<file path="config.mk">
export PLATFORM = sky130hd
export DESIGN_NAME = spf_pin_mux
export DESIGN_NICKNAME = d
export VERILOG_FILES = /design/src/spf_pkg.sv /design/src/spf_sync.sv /design/src/spf_pin_mux.sv
export VERILOG_INCLUDE_DIRS = /design/src
export SDC_FILE = /design/constraint.sdc
export NUM_CORES = 1
export LEC_CHECK = 0
export CAP_MARGIN = 20
export CORE_UTILIZATION = 55
export DETAILED_ROUTE_END_ITERATION = 10
export DONT_BUFFER_PORTS = 1
export GPL_TIMING_DRIVEN = 0
export PLACE_DENSITY = 0.8
export SLEW_MARGIN = 5
export SYNTH_ARGS = -nofsm -noshare
export SYNTH_HDL_FRONTEND = slang
export SYNTH_SLANG_ARGS = --single-unit
</file>
<file path="constraint.sdc">
create_clock -name aclk -period 4.7 [get_ports aclk]
set_input_delay 0.94 -clock aclk [delete_from_list [all_inputs] [get_ports aclk]]
set_output_delay 0.94 -clock aclk [all_outputs]
set_load 0.005 [all_outputs]
</file>
<file path="src/spf_defs.svh">
/*
 shared pin function select: constants for offsets, fields, reset values.
 assumes inclusion by bare name from the package and the design modules.
*/
`ifndef SPF_DEFS_SVH
`define SPF_DEFS_SVH

// register byte offsets
`define SPF_OFF_PORT6_DATA 8'h00
`define SPF_OFF_ANALOG_EN 8'h04
`define SPF_OFF_PORT7_DATA 8'h08
`define SPF_OFF_PORT7_DIR 8'h0C
`define SPF_OFF_PORT8_DATA 8'h10
`define SPF_OFF_PORT8_DIR 8'h14
`define SPF_OFF_PORT5_DATA 8'h18
`define SPF_OFF_PORT5_DIR 8'h1C
`define SPF_OFF_FUNC_EN 8'h20
`define SPF_OFF_PIN_LEVEL 8'h24

// pin counts
`define SPF_P6_W 6
`define SPF_P7_W 6
`define SPF_P8_W 3
`define SPF_P5_W 2

// reset values
`define SPF_P6_RST 6'h3F
`define SPF_AEN_RST 6'h3F
`define SPF_ZERO6 6'h00
`define SPF_ZERO3 3'h0
`define SPF_ZERO2 2'h0
`define SPF_FEN_RST 8'h00
`define SPF_ZERO32 32'h0000_0000

// function enable fields
`define SPF_FEN_TMR0 0
`define SPF_FEN_TMR1 1
`define SPF_FEN_TMR2 2
`define SPF_FEN_SCLK 3
`define SPF_FEN_SDO 4
`define SPF_FEN_XBUS 5
`define SPF_FEN_XIRQ 6
`define SPF_FEN_W 8

// port 7 bit positions
`define SPF_P7_SCLK 3
`define SPF_P7_SDI 4
`define SPF_P7_SDO 5
// port 5 bit positions (0 is read strobe pin, 1 is capture 3 / irq 3 pin)
`define SPF_P5_RD 0
`define SPF_P5_CAP3 1
// port 8 bit positions
`define SPF_P8_IRQ2 2

// axi responses
`define SPF_RESP_OKAY 2'h0
`define SPF_RESP_SLVERR 2'h2

`endif

</file>
<file path="src/spf_pkg.sv">
/*
 shared pin function select: package of types.
 assumes spf_defs.svh sits in the same folder.
*/
`include "spf_defs.svh"
package spf_pkg;
	typedef enum logic [1:0] {
		SPF_W_IDLE = 2'h0,
		SPF_W_RESP = 2'h1
	} spf_wstate_t;
	typedef enum logic [1:0] {
		SPF_R_IDLE = 2'h0,
		SPF_R_DATA = 2'h1
	} spf_rstate_t;
endpackage

</file>
<file path="src/spf_sync.sv">
/*
 spf_sync: two flip-flop synchroniser for a bus of pin levels.
 assumes the inputs are asynchronous to aclk.
*/
`timescale 1ns/1ps
`default_nettype none
module spf_sync #(
	parameter int W = 1
) (
	input wire logic aclk,
	input wire logic aresetn,
	input wire logic [W-1:0] async_in,
	output logic [W-1:0] sync_out
);
	typedef struct packed {
		logic [W-1:0] meta;
		logic [W-1:0] stable;
	} spf_sync_state_t;
	spf_sync_state_t s_q, s_d;

	always_comb begin
		s_d = s_q;
		s_d.meta = async_in;
		s_d.stable = s_q.meta;
	end

	always_ff @(posedge aclk) begin
		if (!aresetn) begin
			s_q <= '0;
		end else begin
			s_q <= s_d;
		end
	end

	assign sync_out = s_q.stable;
endmodule
`default_nettype wire

</file>
<file path="src/spf_pin_mux.sv">
/*
 spf_pin_mux: pin sharing for ports 5 to 8 with an axi4-lite register slave.
 assumes the peripherals sit on aclk and board pins pass through spf_sync.
*/
// Summary of operation
// - analog-enable 0: plain data reads give live pin level, rmw reads the latch.
// - open-drain pins driven from data latch; 0 pulls low, 1 releases.
// - timer output pins are port pins unless the timer output is enabled.
// - serial clock pin is a port pin unless serial clock output enabled.
// - serial data-out pin is a port pin unless serial data output enabled.
// - always-available port pins keep port access; peripheral inputs sample in parallel.
// - irq lines 0 and 1 sampled whenever external interrupts enabled.
// - irq line 2 clamped low while the processor is stopped.
// - irq line 2 pin also feeds converter start trigger while it waits.
// - one pin is port, capture input 3 and irq line 3 concurrently.
// - one port pin outputs bus read strobe when external bus is used.
`timescale 1ns/1ps
`default_nettype none
`include "spf_defs.svh"
module spf_pin_mux
	import spf_pkg::*;
(
	input wire logic aclk,
	input wire logic aresetn,
	input wire logic [7:0] s_axi_awaddr,
	input wire logic s_axi_awvalid,
	output logic s_axi_awready,
	input wire logic [31:0] s_axi_wdata,
	input wire logic [3:0] s_axi_wstrb,
	input wire logic s_axi_wvalid,
	output logic s_axi_wready,
	output logic [1:0] s_axi_bresp,
	output logic s_axi_bvalid,
	input wire logic s_axi_bready,
	input wire logic [7:0] s_axi_araddr,
	input wire logic s_axi_arvalid,
	output logic s_axi_arready,
	output logic [31:0] s_axi_rdata,
	output logic [1:0] s_axi_rresp,
	output logic s_axi_rvalid,
	input wire logic s_axi_rready,
	input wire logic rmw_read,
	input wire logic [5:0] port6_pin_in,
	output logic [5:0] port6_pin_oe,
	input wire logic [5:0] port7_pin_in,
	output logic [5:0] port7_pin_out,
	output logic [5:0] port7_pin_oe,
	input wire logic [2:0] port8_pin_in,
	output logic [2:0] port8_pin_out,
	output logic [2:0] port8_pin_oe,
	input wire logic [1:0] port5_pin_in,
	output logic [1:0] port5_pin_out,
	output logic [1:0] port5_pin_oe,
	input wire logic [2:0] timer_out,
	input wire logic serial_clock_out,
	output logic serial_clock_in,
	input wire logic serial_data_out,
	output logic serial_data_in,
	input wire logic bus_read_strobe,
	input wire logic cpu_stopped,
	input wire logic converter_waiting,
	output logic converter_start_trigger,
	output logic [3:0] ext_irq_line,
	output logic capture_input_3,
	output logic [5:0] analog_channel_active
);
	typedef struct packed {
		spf_wstate_t ws;
		spf_rstate_t rs;
		logic [7:0] waddr;
		logic aw_got;
		logic [31:0] wdata;
		logic [3:0] wstrb;
		logic w_got;
		logic [1:0] bresp;
		logic [31:0] rdata;
		logic [1:0] rresp;
		logic [5:0] p6_data;
		logic [5:0] analog_en;
		logic [5:0] p7_data;
		logic [5:0] p7_dir;
		logic [2:0] p8_data;
		logic [2:0] p8_dir;
		logic [1:0] p5_data;
		logic [1:0] p5_dir;
		logic [7:0] func_en;
		logic [5:0] p6_oe;
		logic [5:0] p7_out;
		logic [5:0] p7_oe;
		logic [2:0] p8_out;
		logic [2:0] p8_oe;
		logic [1:0] p5_out;
		logic [1:0] p5_oe;
		logic sclk_in;
		logic sdi;
		logic trig;
		logic [3:0] irq;
		logic cap3;
		logic [5:0] an_act;
	} spf_state_t;
	spf_state_t s_q, s_d;

	logic [5:0] p6_sync;
	logic [5:0] p7_sync;
	logic [2:0] p8_sync;
	logic [1:0] p5_sync;

	////////////////////////////////////////////////////////////////////////////
	spf_sync #(.W(`SPF_P6_W)) u_sync6 (.aclk(aclk), .aresetn(aresetn),
		.async_in(port6_pin_in), .sync_out(p6_sync));
	spf_sync #(.W(`SPF_P7_W)) u_sync7 (.aclk(aclk), .aresetn(aresetn),
		.async_in(port7_pin_in), .sync_out(p7_sync));
	spf_sync #(.W(`SPF_P8_W)) u_sync8 (.aclk(aclk), .aresetn(aresetn),
		.async_in(port8_pin_in), .sync_out(p8_sync));
	spf_sync #(.W(`SPF_P5_W)) u_sync5 (.aclk(aclk), .aresetn(aresetn),
		.async_in(port5_pin_in), .sync_out(p5_sync));

	////////////////////////////////////////////////////////////////////////////
	function automatic logic [7:0] merge8(input logic [7:0] old, input logic [31:0] d,
		input logic [3:0] st);
		merge8 = st[0] ? d[7:0] : old;
	endfunction

	logic [31:0] rd_val;
	logic rd_hit;
	logic [5:0] p6_rd;

	always_comb begin
		// rmw reads the latch so a bit-set does not copy a pulled-low pin back
		p6_rd = s_q.p6_data;
		for (int i = 0; i < `SPF_P6_W; i++) begin
			if (!s_q.analog_en[i] && !rmw_read) begin
				p6_rd[i] = p6_sync[i];
			end
		end
		rd_hit = 1'b1;
		rd_val = `SPF_ZERO32;
		unique case (s_axi_araddr)
			`SPF_OFF_PORT6_DATA: rd_val = {26'h0, p6_rd};
			`SPF_OFF_ANALOG_EN: rd_val = {26'h0, s_q.analog_en};
			`SPF_OFF_PORT7_DATA: rd_val = {26'h0, s_q.p7_data};
			`SPF_OFF_PORT7_DIR: rd_val = {26'h0, s_q.p7_dir};
			`SPF_OFF_PORT8_DATA: rd_val = {29'h0, s_q.p8_data};
			`SPF_OFF_PORT8_DIR: rd_val = {29'h0, s_q.p8_dir};
			`SPF_OFF_PORT5_DATA: rd_val = {30'h0, s_q.p5_data};
			`SPF_OFF_PORT5_DIR: rd_val = {30'h0, s_q.p5_dir};
			`SPF_OFF_FUNC_EN: rd_val = {24'h0, s_q.func_en};
			`SPF_OFF_PIN_LEVEL: rd_val = {15'h0, p5_sync, p8_sync, p7_sync, p6_sync};
			default: rd_hit = 1'b0;
		endcase
	end

	////////////////////////////////////////////////////////////////////////////
	always_comb begin
		s_d = s_q;
		// write channel: address and data taken in either order
		if (s_q.ws == SPF_W_IDLE) begin
			if (s_axi_awvalid && !s_q.aw_got) begin
				s_d.aw_got = 1'b1;
				s_d.waddr = s_axi_awaddr;
			end
			if (s_axi_wvalid && !s_q.w_got) begin
				s_d.w_got = 1'b1;
				s_d.wdata = s_axi_wdata;
				s_d.wstrb = s_axi_wstrb;
			end
			if (s_q.aw_got && s_q.w_got) begin
				s_d.aw_got = 1'b0;
				s_d.w_got = 1'b0;
				s_d.ws = SPF_W_RESP;
				s_d.bresp = `SPF_RESP_OKAY;
				unique case (s_q.waddr)
					`SPF_OFF_PORT6_DATA: s_d.p6_data = 6'(merge8({2'h0, s_q.p6_data},
						s_q.wdata, s_q.wstrb));
					`SPF_OFF_ANALOG_EN: s_d.analog_en = 6'(merge8({2'h0, s_q.analog_en},
						s_q.wdata, s_q.wstrb));
					`SPF_OFF_PORT7_DATA: s_d.p7_data = 6'(merge8({2'h0, s_q.p7_data},
						s_q.wdata, s_q.wstrb));
					`SPF_OFF_PORT7_DIR: s_d.p7_dir = 6'(merge8({2'h0, s_q.p7_dir},
						s_q.wdata, s_q.wstrb));
					`SPF_OFF_PORT8_DATA: s_d.p8_data = 3'(merge8({5'h0, s_q.p8_data},
						s_q.wdata, s_q.wstrb));
					`SPF_OFF_PORT8_DIR: s_d.p8_dir = 3'(merge8({5'h0, s_q.p8_dir},
						s_q.wdata, s_q.wstrb));
					`SPF_OFF_PORT5_DATA: s_d.p5_data = 2'(merge8({6'h0, s_q.p5_data},
						s_q.wdata, s_q.wstrb));
					`SPF_OFF_PORT5_DIR: s_d.p5_dir = 2'(merge8({6'h0, s_q.p5_dir},
						s_q.wdata, s_q.wstrb));
					`SPF_OFF_FUNC_EN: s_d.func_en = merge8(s_q.func_en, s_q.wdata,
						s_q.wstrb);
					`SPF_OFF_PIN_LEVEL: s_d.bresp = `SPF_RESP_OKAY;
					default: s_d.bresp = `SPF_RESP_SLVERR;
				endcase
			end
		end else if (s_axi_bready) begin
			s_d.ws = SPF_W_IDLE;
		end
		// read channel: one cycle from address to data
		if (s_q.rs == SPF_R_IDLE) begin
			if (s_axi_arvalid) begin
				s_d.rs = SPF_R_DATA;
				s_d.rdata = rd_val;
				s_d.rresp = rd_hit ? `SPF_RESP_OKAY : `SPF_RESP_SLVERR;
			end
		end else if (s_axi_rready) begin
			s_d.rs = SPF_R_IDLE;
		end

		// open drain: only pull low, never drive high
		s_d.p6_oe = ~s_q.p6_data;
		s_d.an_act = s_q.analog_en & s_q.p6_data;

		// port 7: timers, serial clock and data out
		s_d.p7_out = s_q.p7_data;
		s_d.p7_oe = s_q.p7_dir;
		for (int t = 0; t < 3; t++) begin
			if (s_q.func_en[t]) begin
				s_d.p7_out[t] = timer_out[t];
				s_d.p7_oe[t] = 1'b1;
			end
		end
		if (s_q.func_en[`SPF_FEN_SCLK]) begin
			s_d.p7_out[`SPF_P7_SCLK] = serial_clock_out;
			s_d.p7_oe[`SPF_P7_SCLK] = 1'b1;
		end
		if (s_q.func_en[`SPF_FEN_SDO]) begin
			s_d.p7_out[`SPF_P7_SDO] = serial_data_out;
			s_d.p7_oe[`SPF_P7_SDO] = 1'b1;
		end
		// clock input always sampled so an external clock works when not driving
		s_d.sclk_in = p7_sync[`SPF_P7_SCLK];
		s_d.sdi = p7_sync[`SPF_P7_SDI];

		// port 8: always ports, irq sampling in parallel
		s_d.p8_out = s_q.p8_data;
		s_d.p8_oe = s_q.p8_dir;
		s_d.irq[0] = s_q.func_en[`SPF_FEN_XIRQ] & p8_sync[0];
		s_d.irq[1] = s_q.func_en[`SPF_FEN_XIRQ] & p8_sync[1];
		s_d.irq[2] = s_q.func_en[`SPF_FEN_XIRQ] & p8_sync[`SPF_P8_IRQ2] & !cpu_stopped;
		s_d.trig = converter_waiting & p8_sync[`SPF_P8_IRQ2];

		// port 5: read strobe and capture 3 / irq 3
		s_d.p5_out = s_q.p5_data;
		s_d.p5_oe = s_q.p5_dir;
		if (s_q.func_en[`SPF_FEN_XBUS]) begin
			s_d.p5_out[`SPF_P5_RD] = bus_read_strobe;
			s_d.p5_oe[`SPF_P5_RD] = 1'b1;
		end
		s_d.cap3 = p5_sync[`SPF_P5_CAP3];
		s_d.irq[3] = s_q.func_en[`SPF_FEN_XIRQ] & p5_sync[`SPF_P5_CAP3];
	end

	always_ff @(posedge aclk) begin
		if (!aresetn) begin
			s_q <= '0;
			s_q.ws <= SPF_W_IDLE;
			s_q.rs <= SPF_R_IDLE;
			s_q.p6_data <= `SPF_P6_RST;
			s_q.analog_en <= `SPF_AEN_RST;
			s_q.func_en <= `SPF_FEN_RST;
		end else begin
			s_q <= s_d;
		end
	end

	////////////////////////////////////////////////////////////////////////////
	assign s_axi_awready = (s_q.ws == SPF_W_IDLE) & !s_q.aw_got;
	assign s_axi_wready = (s_q.ws == SPF_W_IDLE) & !s_q.w_got;
	assign s_axi_bvalid = (s_q.ws == SPF_W_RESP);
	assign s_axi_bresp = s_q.bresp;
	assign s_axi_arready = (s_q.rs == SPF_R_IDLE);
	assign s_axi_rvalid = (s_q.rs == SPF_R_DATA);
	assign s_axi_rdata = s_q.rdata;
	assign s_axi_rresp = s_q.rresp;
	assign port6_pin_oe = s_q.p6_oe;
	assign port7_pin_out = s_q.p7_out;
	assign port7_pin_oe = s_q.p7_oe;
	assign port8_pin_out = s_q.p8_out;
	assign port8_pin_oe = s_q.p8_oe;
	assign port5_pin_out = s_q.p5_out;
	assign port5_pin_oe = s_q.p5_oe;
	assign serial_clock_in = s_q.sclk_in;
	assign serial_data_in = s_q.sdi;
	assign converter_start_trigger = s_q.trig;
	assign ext_irq_line = s_q.irq;
	assign capture_input_3 = s_q.cap3;
	assign analog_channel_active = s_q.an_act;
endmodule
`default_nettype wire

</file>
Yosys cells after proc, flatten, opt, wreduce, memory -nomap -nowiden
Cells that the tools add are included.
- memory bits (writable): 0
- memories: 0
- memory bits (read-only): 0
- output and inout bits: 83
- bits in latches: 0
- input bits: 85
- logic and storage cells: 150
- register bits: 177
- add/subtract/negate cells: 0
- bitwise gates (word level): 10
- shift-type cells: 0
- reduce and logical (&&, ||, !) cells: 46
- divide/modulo/power cells: 0
- order comparisons: 0
- muxes and demuxes: 32
- $mul: 0
- equality and inequality tests: 22
- operators by type and width (kind ; count):
    one-hot mux 17 bit (10 select lines) ; 1
    == test 8 x 5 -> 1 bit (second input constant) ; 8
    AND reduction 4 bit ; 9
    == test 8 x 4 -> 1 bit (second input constant) ; 4
    == test 8 x 6 -> 1 bit (second input constant) ; 4
    2-to-1 mux 1 bit ; 22
    OR reduction 10 bit ; 2
    == test 8 x 3 -> 1 bit (second input constant) ; 2
    logical NOT 8 bit ; 2
    2-to-1 mux 2 bit ; 8
    AND reduction 2 bit ; 8
    logical NOT 1 bit ; 10
    logical AND 1 bit ; 9
    AND 1 bit ; 8
    nonzero test 2 bit ; 4
    AND 6 bit ; 1
    NOT 6 bit ; 1
    == test 2 x 1 -> 1 bit (second input constant) ; 2
    logical NOT 2 bit ; 2
    2-to-1 mux 3 bit ; 1
    inequality test 2 x 1 -> 1 bit (second input constant) ; 1
    inequality test 2 bit (second input constant) ; 1

Depth between registers and ports, before layout
Gate-level depths: netlist (run 1).
- depth after elaboration: 4
- mapped depth: 7

Modules after synthesis
From an unflattened synthesis (run 1), not the netlist that was laid out.
- cells, all modules: 645
- area, all modules: 6502.5 µm²
- modules (own cells, without submodules) (module ; times used ; seq. area each (µm²) ; area each (µm²) ; cells an instance):
    spf_pin_mux ; 1 ; 2482.4 ; 5566.6 ; 575
    spf_sync (u_sync6 ...) ; 2 ; 240.2 ; 336.6 ; 25
    spf_sync (u_sync8) ; 1 ; 120.1 ; 157.7 ; 12
    spf_sync (u_sync5) ; 1 ; 80.1 ; 105.1 ; 8

Worst setup path after synthesis (run 1)
Ideal clock, no wire load.
- path type: in2reg
- start point: in s_axi_araddr[3]
- end point: reg s_q, in the netlist s_axi_rdata[1]
- setup time: 125 ps
- data required time: 4575 ps
- slack: 2289 ps
- data arrival time: 2285 ps
- buffers on the path: 2
- stages on the path: 5
- cell sequence: clkbuf_1 -> clkbuf_1 -> mux4_2 -> a31oi_1 -> a31oi_1
- longest elaborated chain between the ends: 2
- elaborated cells between the ends (all ways): 11
- those cells by class: eq/ne (9); mux (1); reduce/logical (1)
- ends and longest elaborated chain (what ; RTL line ; source):
    from (decl) ; spf_pin_mux.sv:35 ; input wire logic [7:0] s_axi_araddr,
    == test 8 x 6 -> 1 bit, or another cell as far along ; spf_pin_mux.sv:138 ; unique case (s_axi_araddr)
    one-hot mux 17 bit (10 select lines) (*) ; spf_pin_mux.sv:138 ;
    to (decl) ; spf_pin_mux.sv:101 ; spf_state_t s_q, s_d;
Every way passes the cells marked *; elsewhere a longest branch is shown, timed or not.
A chain may end at the register's enable or synchronous reset.

Worst setup path after layout (run 1)
- start point: in s_axi_araddr[4]
- end point: reg s_q, in the netlist s_axi_rdata[13]
The elaborated chain is that of the path after synthesis.

==> results of run 1 <==
## power breakdown
part / leakage [nW] / internal [mW] / total, mW / switching [mW]
Combinational: 1.39 / 0.0680 / 0.165 / 0.0966
Sequential: 1.29 / 1.37 / 1.39 / 0.0186
Clock: 0.272 / 0.807 / 1.33 / 0.526
Total: 2.95 / 2.25 / 2.89 / 0.641
## cell usage in the layout, fill, tap and decap left out, types with 3 or more instances in the layout
cell type | synthesis | routed
a22o_1 | 3 | 3
a32oi_1 | 3 | 3
clkbuf_1 | 35 | 38
nor2_1 | 16 | 16
clkinvlp_4 | 0 | 4
nand2b_1 | 4 | 4
a21boi_0 | 10 | 10
or4_1 | 4 | 4
conb_1 | 1 | 17
o21a_1 | 7 | 7
dfxtp_1 | 158 | 158
buf_4 | 74 | 74
a21oi_1 | 3 | 3
mux2_2 | 6 | 6
nand4_1 | 3 | 3
o21ai_0 | 23 | 23
nand3_1 | 12 | 12
inv_1 | 8 | 8
nor2b_1 | 64 | 64
clkinv_2 | 0 | 3
nor4_4 | 3 | 3
a22oi_1 | 10 | 10
and3_1 | 12 | 12
and2_1 | 50 | 50
nor3_1 | 3 | 3
nor4_1 | 3 | 3
a31oi_1 | 3 | 3
mux2i_1 | 61 | 61
nand2_1 | 47 | 47
clkbuf_16 | 0 | 17
## cell type report
class	instances	share of cell area, %
inverter	8	0.410
multi-input combinational	395	36.5
clock buffer	22	6.34
sequential	158	43.2
tap	143	2.45
buffer	112	9.56
clock inverter	10	1.56
## worst reg2reg max path, cell delays in order (launching register included)
cell      delay [ns]
dfxtp_1         0.37
and3b_1         0.30
nand3_2         0.24
or4_1           0.54
clkbuf_1        0.27
mux2i_1         0.23
nand2_1         0.07
## stage by stage
stage                     utilization, %  power, mW
after CTS                           63.8       2.90
final                               63.8       2.89
after global placement              58.8       1.58
after detailed placement            58.8       1.58
after floorplan                        -       1.54
after global routing                63.8       2.98
## sequential cells by signal, summed over array words and instances (netlist names), 2 cells and up
name,flops
s_q,53
s_axi_rdata,17
s_d,10
analog_channel_active,6
port6_pin_oe,6
port7_pin_oe,6
port7_pin_out,6
u_sync6.s_d,6
u_sync6.sync_out,6
u_sync7.s_d,6
u_sync7.sync_out,6
ext_irq_line,4
port8_pin_oe,3
port8_pin_out,3
u_sync8.s_d,3
u_sync8.sync_out,3
port5_pin_oe,2
port5_pin_out,2
u_sync5.s_d,2
u_sync5.sync_out,2
## kinds of logic after synthesis
| logic type | after synthesis | share of synthesized area, % |
|---|---|---|
| and+or+nand+nor | 235 | 21.3 |
| buffers and inverters | 120 | 11.2 |
| AOI/OAI and AO/OA | 75 | 7.99 |
| other | 1 | 0.0577 |
| DFF | 158 | 48.7 |
| muxes | 68 | 10.8 |
## how the worst max path moves through the flow
stage,startpoint,end,depth (start not counted)
after global placement,s_axi_araddr[4],s_axi_rdata[16],6
after CTS,s_axi_araddr[4],s_axi_rdata[13],6
after floorplan,s_axi_araddr[3],s_axi_rdata[1],5
after detailed placement,s_axi_araddr[4],s_axi_rdata[13],6
final,s_axi_araddr[4],s_axi_rdata[13],6
after global routing,s_axi_araddr[4],s_axi_rdata[13],6
## layer usage
layer / routed length, um / global-route usage (%) / part of all wire (%)
met1: 6500 / 32.5 / 43
met2: 7260 / 41.8 / 48
met3: 1080 / 8.09 / 7.1
met4: 295 / 9.60 / 1.9
met5: 0 / 0 / 0
==> results.py, run 1 <==
metrics = {
    "setup_path": {
        "crit_slowest_cell": "nor3_1",
        "critPathKind": "input port to flip-flop",
        "cp.buffers_inverters": 1,
        "path_cells": "clkbuf_1 -> nor3_1 -> nand2_1 -> nor3_2 -> a22oi_1 -> nor2b_1",
        "arrival_ns": 2.85,
        "cp.required_ns": 5.05,
        "path_delay_family": "simple AND/OR/NAND/NOR gates",
        "crit_path_max_incr_delay_ns": 0.73,
        "critPathMaxFanout": 9,
        "r2r_cells": 6,
        "critPathLaunchType": "input port",
        "crit_path_end_kind": "flip-flop",
        "reg2reg_slack_ns": 2.54,
        "r2r_end": "s_q[75]",
        "reg2reg_from": "s_q[168]",
    },
    "clock_tree": {
        "root_buffer": "clkbuf_16",
        "cts_htree_levels": 4,
        "path_clk_slew_ns": 0.06,
        "cts_made_buffers": 17,
        "clock_path_buffers": 2,
        "clock-sinks": 158,
        "post-cts-setup-buffers": 0,
        "post_cts_resized": 0,
        "cts_tree": "built",
        "hold_buffers": 0,
        "clock_latency_ns": 0.42,
    },
    "placed_design": {
        "dpl-instance-area_sq_um": 6740,
        "pre_cts_ws_ns": 1.84,
        "gp_congestion": 0.876,
        "io_buffer_count": 0,
        "dp_hpwl_mm": 10.9,
        "place_inst": 816,
    },
    "grt": {
        "grt_pass1_vias": 4477,
        "grt_pass1_wl_mm": 24.1,
        "antenna_found_initial": 0,
        "grt.total_usage_pct": 25.9,
        "grt_max_degree": 17,
        "grt.overflow.total": 0,
    },
    "synthesis": {
        "yosys-top-cells-count": "158 x dfxtp_1, 74 x buf_4, 64 x nor2b_1",
        "synth.most_common_cell": "dfxtp_1",
        "yosysSeqAreaShare_pct": 48.7,
        "syn_avg_cell_area_sq_um": 9.89,
        "ys_ff_latch": 158,
        "synthFlopType": "dfxtp_1",
        "yosys-top-cells-area": "dfxtp_1 49%, mux2i_1 9.4%, buf_4 8.5%, nor2b_1 6.2%, and2_1 4.8%",
        "synthArstFlopShare_pct": 0,
        "syn-cell-area_sq_um": 6500,
        "synth_cell_type_count": 50,
        "yosysWarningCount": 0,
        "synth_edf_count": 0,
        "synth_top_area_share_pct": 48.7,
        "synth_cells": 657,
        "synth.largest_area_cell": "dfxtp_1",
    },
    "cells_and_area": {
        "multiInputGateArea_sq_um": 2670,
        "antenna_cells": 0,
        "syn2layout_area_growth_pct": 12.6,
        "fill_cells": 971,
        "drive_above_1_share_pct": 17.0,
        "seq_area_sq_um": 3160,
        "fin_nets": 777,
        "fin_cells": 848,
        "post-route-cell-area_sq_um": 7320,
    },
    "routing": {
        "drt_iter0_drc": 232,
        "postRouteAntennaNets": 0,
        "vias": 4484,
        "post_drt_wl_per_cell_um": 17.8,
        "dr.pass1.iters": 5,
        "routed_wl_mm": 15.1,
        "vias_per_cell": 5.29,
        "drc": 0,
    },
    "timing": {
        "timing.slew.headroom_pct": 44.1,
        "timing.final.crit_share_pct": 53.1,
        "rsz0062_at_grt": "no",
        "worstMarginPinSlew_ns": 0.832,
        "finalSetupViolations": 0,
        "fmax_ghz": 0.400,
        "finalWorstSetupSlack_ns": 2.20,
        "final.setup_skew_ns": 0.00741,
        "period_minus_slack_ns": 2.50,
        "drv_slew": 0,
        "fin_tns_setup_ns": 0,
        "finalHoldViolations": 0,
        "whs_ns": 0.430,
    },
    "power": {
        "vdd_drop_max_v": 0.000403,
        "cellPowerDensity_nw_per_um2": 395,
        "leakage_nw": 2.95,
    },
    "hold_path": {
        "hp-start": "u_sync6.s_d[3]",
        "worstHoldPathType": "flip-flop to flip-flop",
        "hold_depth": 1,
        "holdPathEnd": "u_sync6.sync_out[3]",
    },
    "floorplanning": {
        "die-height_um": 111,
        "io_pins": 168,
        "start_util_pct": 56.7,
        "row_count": 39,
        "core_area_sq_um": 11500,
        "die_w_um": 111,
        "die_area_sq_um": 12300,
    },
    "status": {
        "status": "finished clean",
    },
    "flow_run": {
        "max_cap_violations": 0,
    },
}
(Power assumes the default switching activity.)
==> run 2: changes to the inputs <==
==> constraint.sdc (replaced) <==
create_clock -name aclk -period 2.3 [get_ports aclk]
set_input_delay 0.46 -clock aclk [delete_from_list [all_inputs] [get_ports aclk]]
set_output_delay 0.46 -clock aclk [all_outputs]
set_load 0.005 [all_outputs]
==> run 2 against run 1 <==
  * Utilization barely moved
  * Critical path type is now flip-flop to flip-flop
  * Register-to-register slack got worse by 2.4 ns
  * Cell count fell by 0.12%
  * First-iteration DRC count rose by 6.0%
  * Global-route usage did not move
  * Clock skew barely moved
  * Worst setup slack got worse by 2.0 ns
  * Sequential power rose by 100%
  * Power rose by 100%
  * Critical path depth fell by 1
  * Routed wire length rose by 0.15%
==> results.py, run 2 (synthesis results as in run 1) <==
metrics = {
    "flow_run": {
        "max_cap_violations": 0,
    },
    "timing": {
        "period_minus_slack_ns": 2.13,
        "worstMarginPinSlew_ns": 0.818,
        "finalWorstSetupSlack_ns": 0.172,
        "fmax_ghz": 0.470,
        "final.setup_skew_ns": 0.00698,
        "finalSetupViolations": 0,
        "rsz0062_at_grt": "no",
        "finalHoldViolations": 0,
        "timing.final.crit_share_pct": 92.5,
        "drv_slew": 0,
        "timing.slew.headroom_pct": 45.0,
    },
    "cells_and_area": {
        "fin_cells": 847,
        "syn2layout_area_growth_pct": 12.5,
        "antenna_cells": 0,
        "final_common_cell": "dfxtp_1",
        "fill_cells": 973,
        "largest_reg_flops": 53,
        "drive_above_1_share_pct": 17.0,
        "fin_nets": 776,
        "final_cell_mix": "158 x dfxtp_1, 74 x buf_4, 64 x nor2b_1, 61 x mux2i_1, 50 x and2_1",
        "largest-register": "s_q",
        "post-route-cell-area_sq_um": 7310,
    },
    "routing": {
        "post_drt_wl_per_cell_um": 17.9,
        "drt_iter0_drc": 246,
        "routed_wl_mm": 15.2,
        "drc": 0,
        "vias": 4494,
        "vias_per_cell": 5.31,
        "postRouteAntennaNets": 0,
        "dr.pass1.iters": 4,
    },
    "setup_path": {
        "arrival_ns": 2.42,
        "path_delay_family": "simple AND/OR/NAND/NOR gates",
        "crit_path_end_kind": "flip-flop",
        "critPathMaxFanout": 9,
        "critPathKind": "flip-flop to flip-flop",
        "crit_path_max_incr_delay_ns": 0.77,
        "cp.required_ns": 2.59,
        "cp.buffers_inverters": 0,
        "critPathLaunchType": "flip-flop",
        "crit_slowest_cell": "or4_1",
        "path_cells": "and3b_1 -> nand3_2 -> or4_1 -> mux2i_1 -> nand2_1",
    },
    "power": {
        "vdd_drop_max_v": 0.000819,
        "internal_power_mw": 4.59,
        "power_switching_share_pct": 22.2,
        "p_comb_share_pct": 5.7,
        "leakage_nw": 2.95,
        "cellPowerDensity_nw_per_um2": 807,
        "clkPwrFrac_pct": 46.2,
        "p_sw_mw": 1.31,
        "seqPwrFrac_pct": 48.1,
        "power_mw": 5.90,
    },
    "grt": {
        "grt_max_degree": 17,
        "grt_pass1_vias": 4476,
        "grt_pass1_wl_mm": 24.1,
        "grt.total_usage_pct": 25.9,
        "grt.overflow.total": 0,
        "antenna_found_initial": 0,
    },
    "clock_tree": {
        "path_clk_slew_ns": 0.06,
        "clock_path_buffers": 2,
        "clock-sinks": 158,
        "hold_buffers": 0,
        "post_cts_resized": 0,
        "root_buffer": "clkbuf_16",
        "clock_latency_ns": 0.42,
        "cts_htree_levels": 4,
        "cts_tree": "built",
        "post-cts-setup-buffers": 0,
        "cts_made_buffers": 17,
    },
    "status": {
        "status": "finished clean",
    },
    "placed_design": {
        "dp_hpwl_mm": 10.9,
        "io_buffer_count": 0,
        "dpl-instance-area_sq_um": 6740,
        "place_inst": 816,
        "gp_congestion": 0.876,
        "pre_cts_ws_ns": -0.0787,
    },
    "floorplanning": {
        "die_area_sq_um": 12300,
        "core_area_sq_um": 11500,
        "io_pins": 168,
        "row_count": 39,
        "die_w_um": 111,
        "start_util_pct": 56.7,
        "die-height_um": 111,
    },
    "hold_path": {
        "worstHoldPathType": "input port to flip-flop",
    },
}
-- run 2: changes by cell type in the layout (fill, tap and decap cells not counted) --
cell      before  now
clkbuf_1      38   37
-- run 2: worst reg2reg max path, delay by kind of cell, from the launching register on --
| family | cells | cell delay (ns) |
|---|---|---|
| flip-flops | 1 | 0.37 |
| AND/OR/NAND/NOR | 4 | 1.38 |
| multiplexers | 1 | 0.24 |
-- run 2: worst paths after layout --
path / to / start / depth (start not counted) / slack (ns)
max: s_q[74] / s_q[168] / 5 / 0.17
min: u_sync5.s_d[1] / port5_pin_in[1] / 1 / 0.16
max reg2reg: s_q[74] / s_q[168] / 5 / 0.17
min reg2reg: u_sync6.sync_out[3] / u_sync6.s_d[3] / 1 / 0.43
-- run 2: cell type report --
type | instances | area, sq um | area share, %
Buffer | 111 | 696 | 9.51
Clock buffer | 22 | 464 | 6.35
Clock inverter | 10 | 114 | 1.56
Inverter | 8 | 30.0 | 0.411
Multi-Input combinational cell | 395 | 2670 | 36.5
Sequential cell | 158 | 3160 | 43.3
Tap cell | 143 | 179 | 2.45
-- run 2: power groups by stage --
stage	clock, mW	combinational [mW]	sequential (mW)
after CTS	2.75	0.335	2.84
after global routing	2.87	0.370	2.85
after floorplan	0	0.258	2.89
final	2.72	0.337	2.84
after global placement	0	0.325	2.90
after detailed placement	0	0.333	2.90
-- run 2: layer usage --
metal  track usage (%)  part of all wire, %  up-vias  wire length (um)
met4              9.78                  2.1        0               322
li1                  -                    -     2185                 -
met5                 0                    0        -                 0
met2              41.7                   47      148              7190
met3              8.09                  6.4       24               973
met1              32.5                   44     2137              6670
-- run 2: per-stage QoR --
| step | hold WS, ns | setup TNS [ns] | util [%] |
|---|---|---|---|
| after global placement | 0.415 | -0.323 | 58.8 |
| final | 0.158 | 0 | 63.8 |
| after CTS | 0.147 | 0 | 63.8 |
| after global routing | 0.149 | 0 | 63.8 |
| after detailed placement | 0.419 | -0.499 | 58.8 |
| after floorplan | 0.412 | 0 | - |
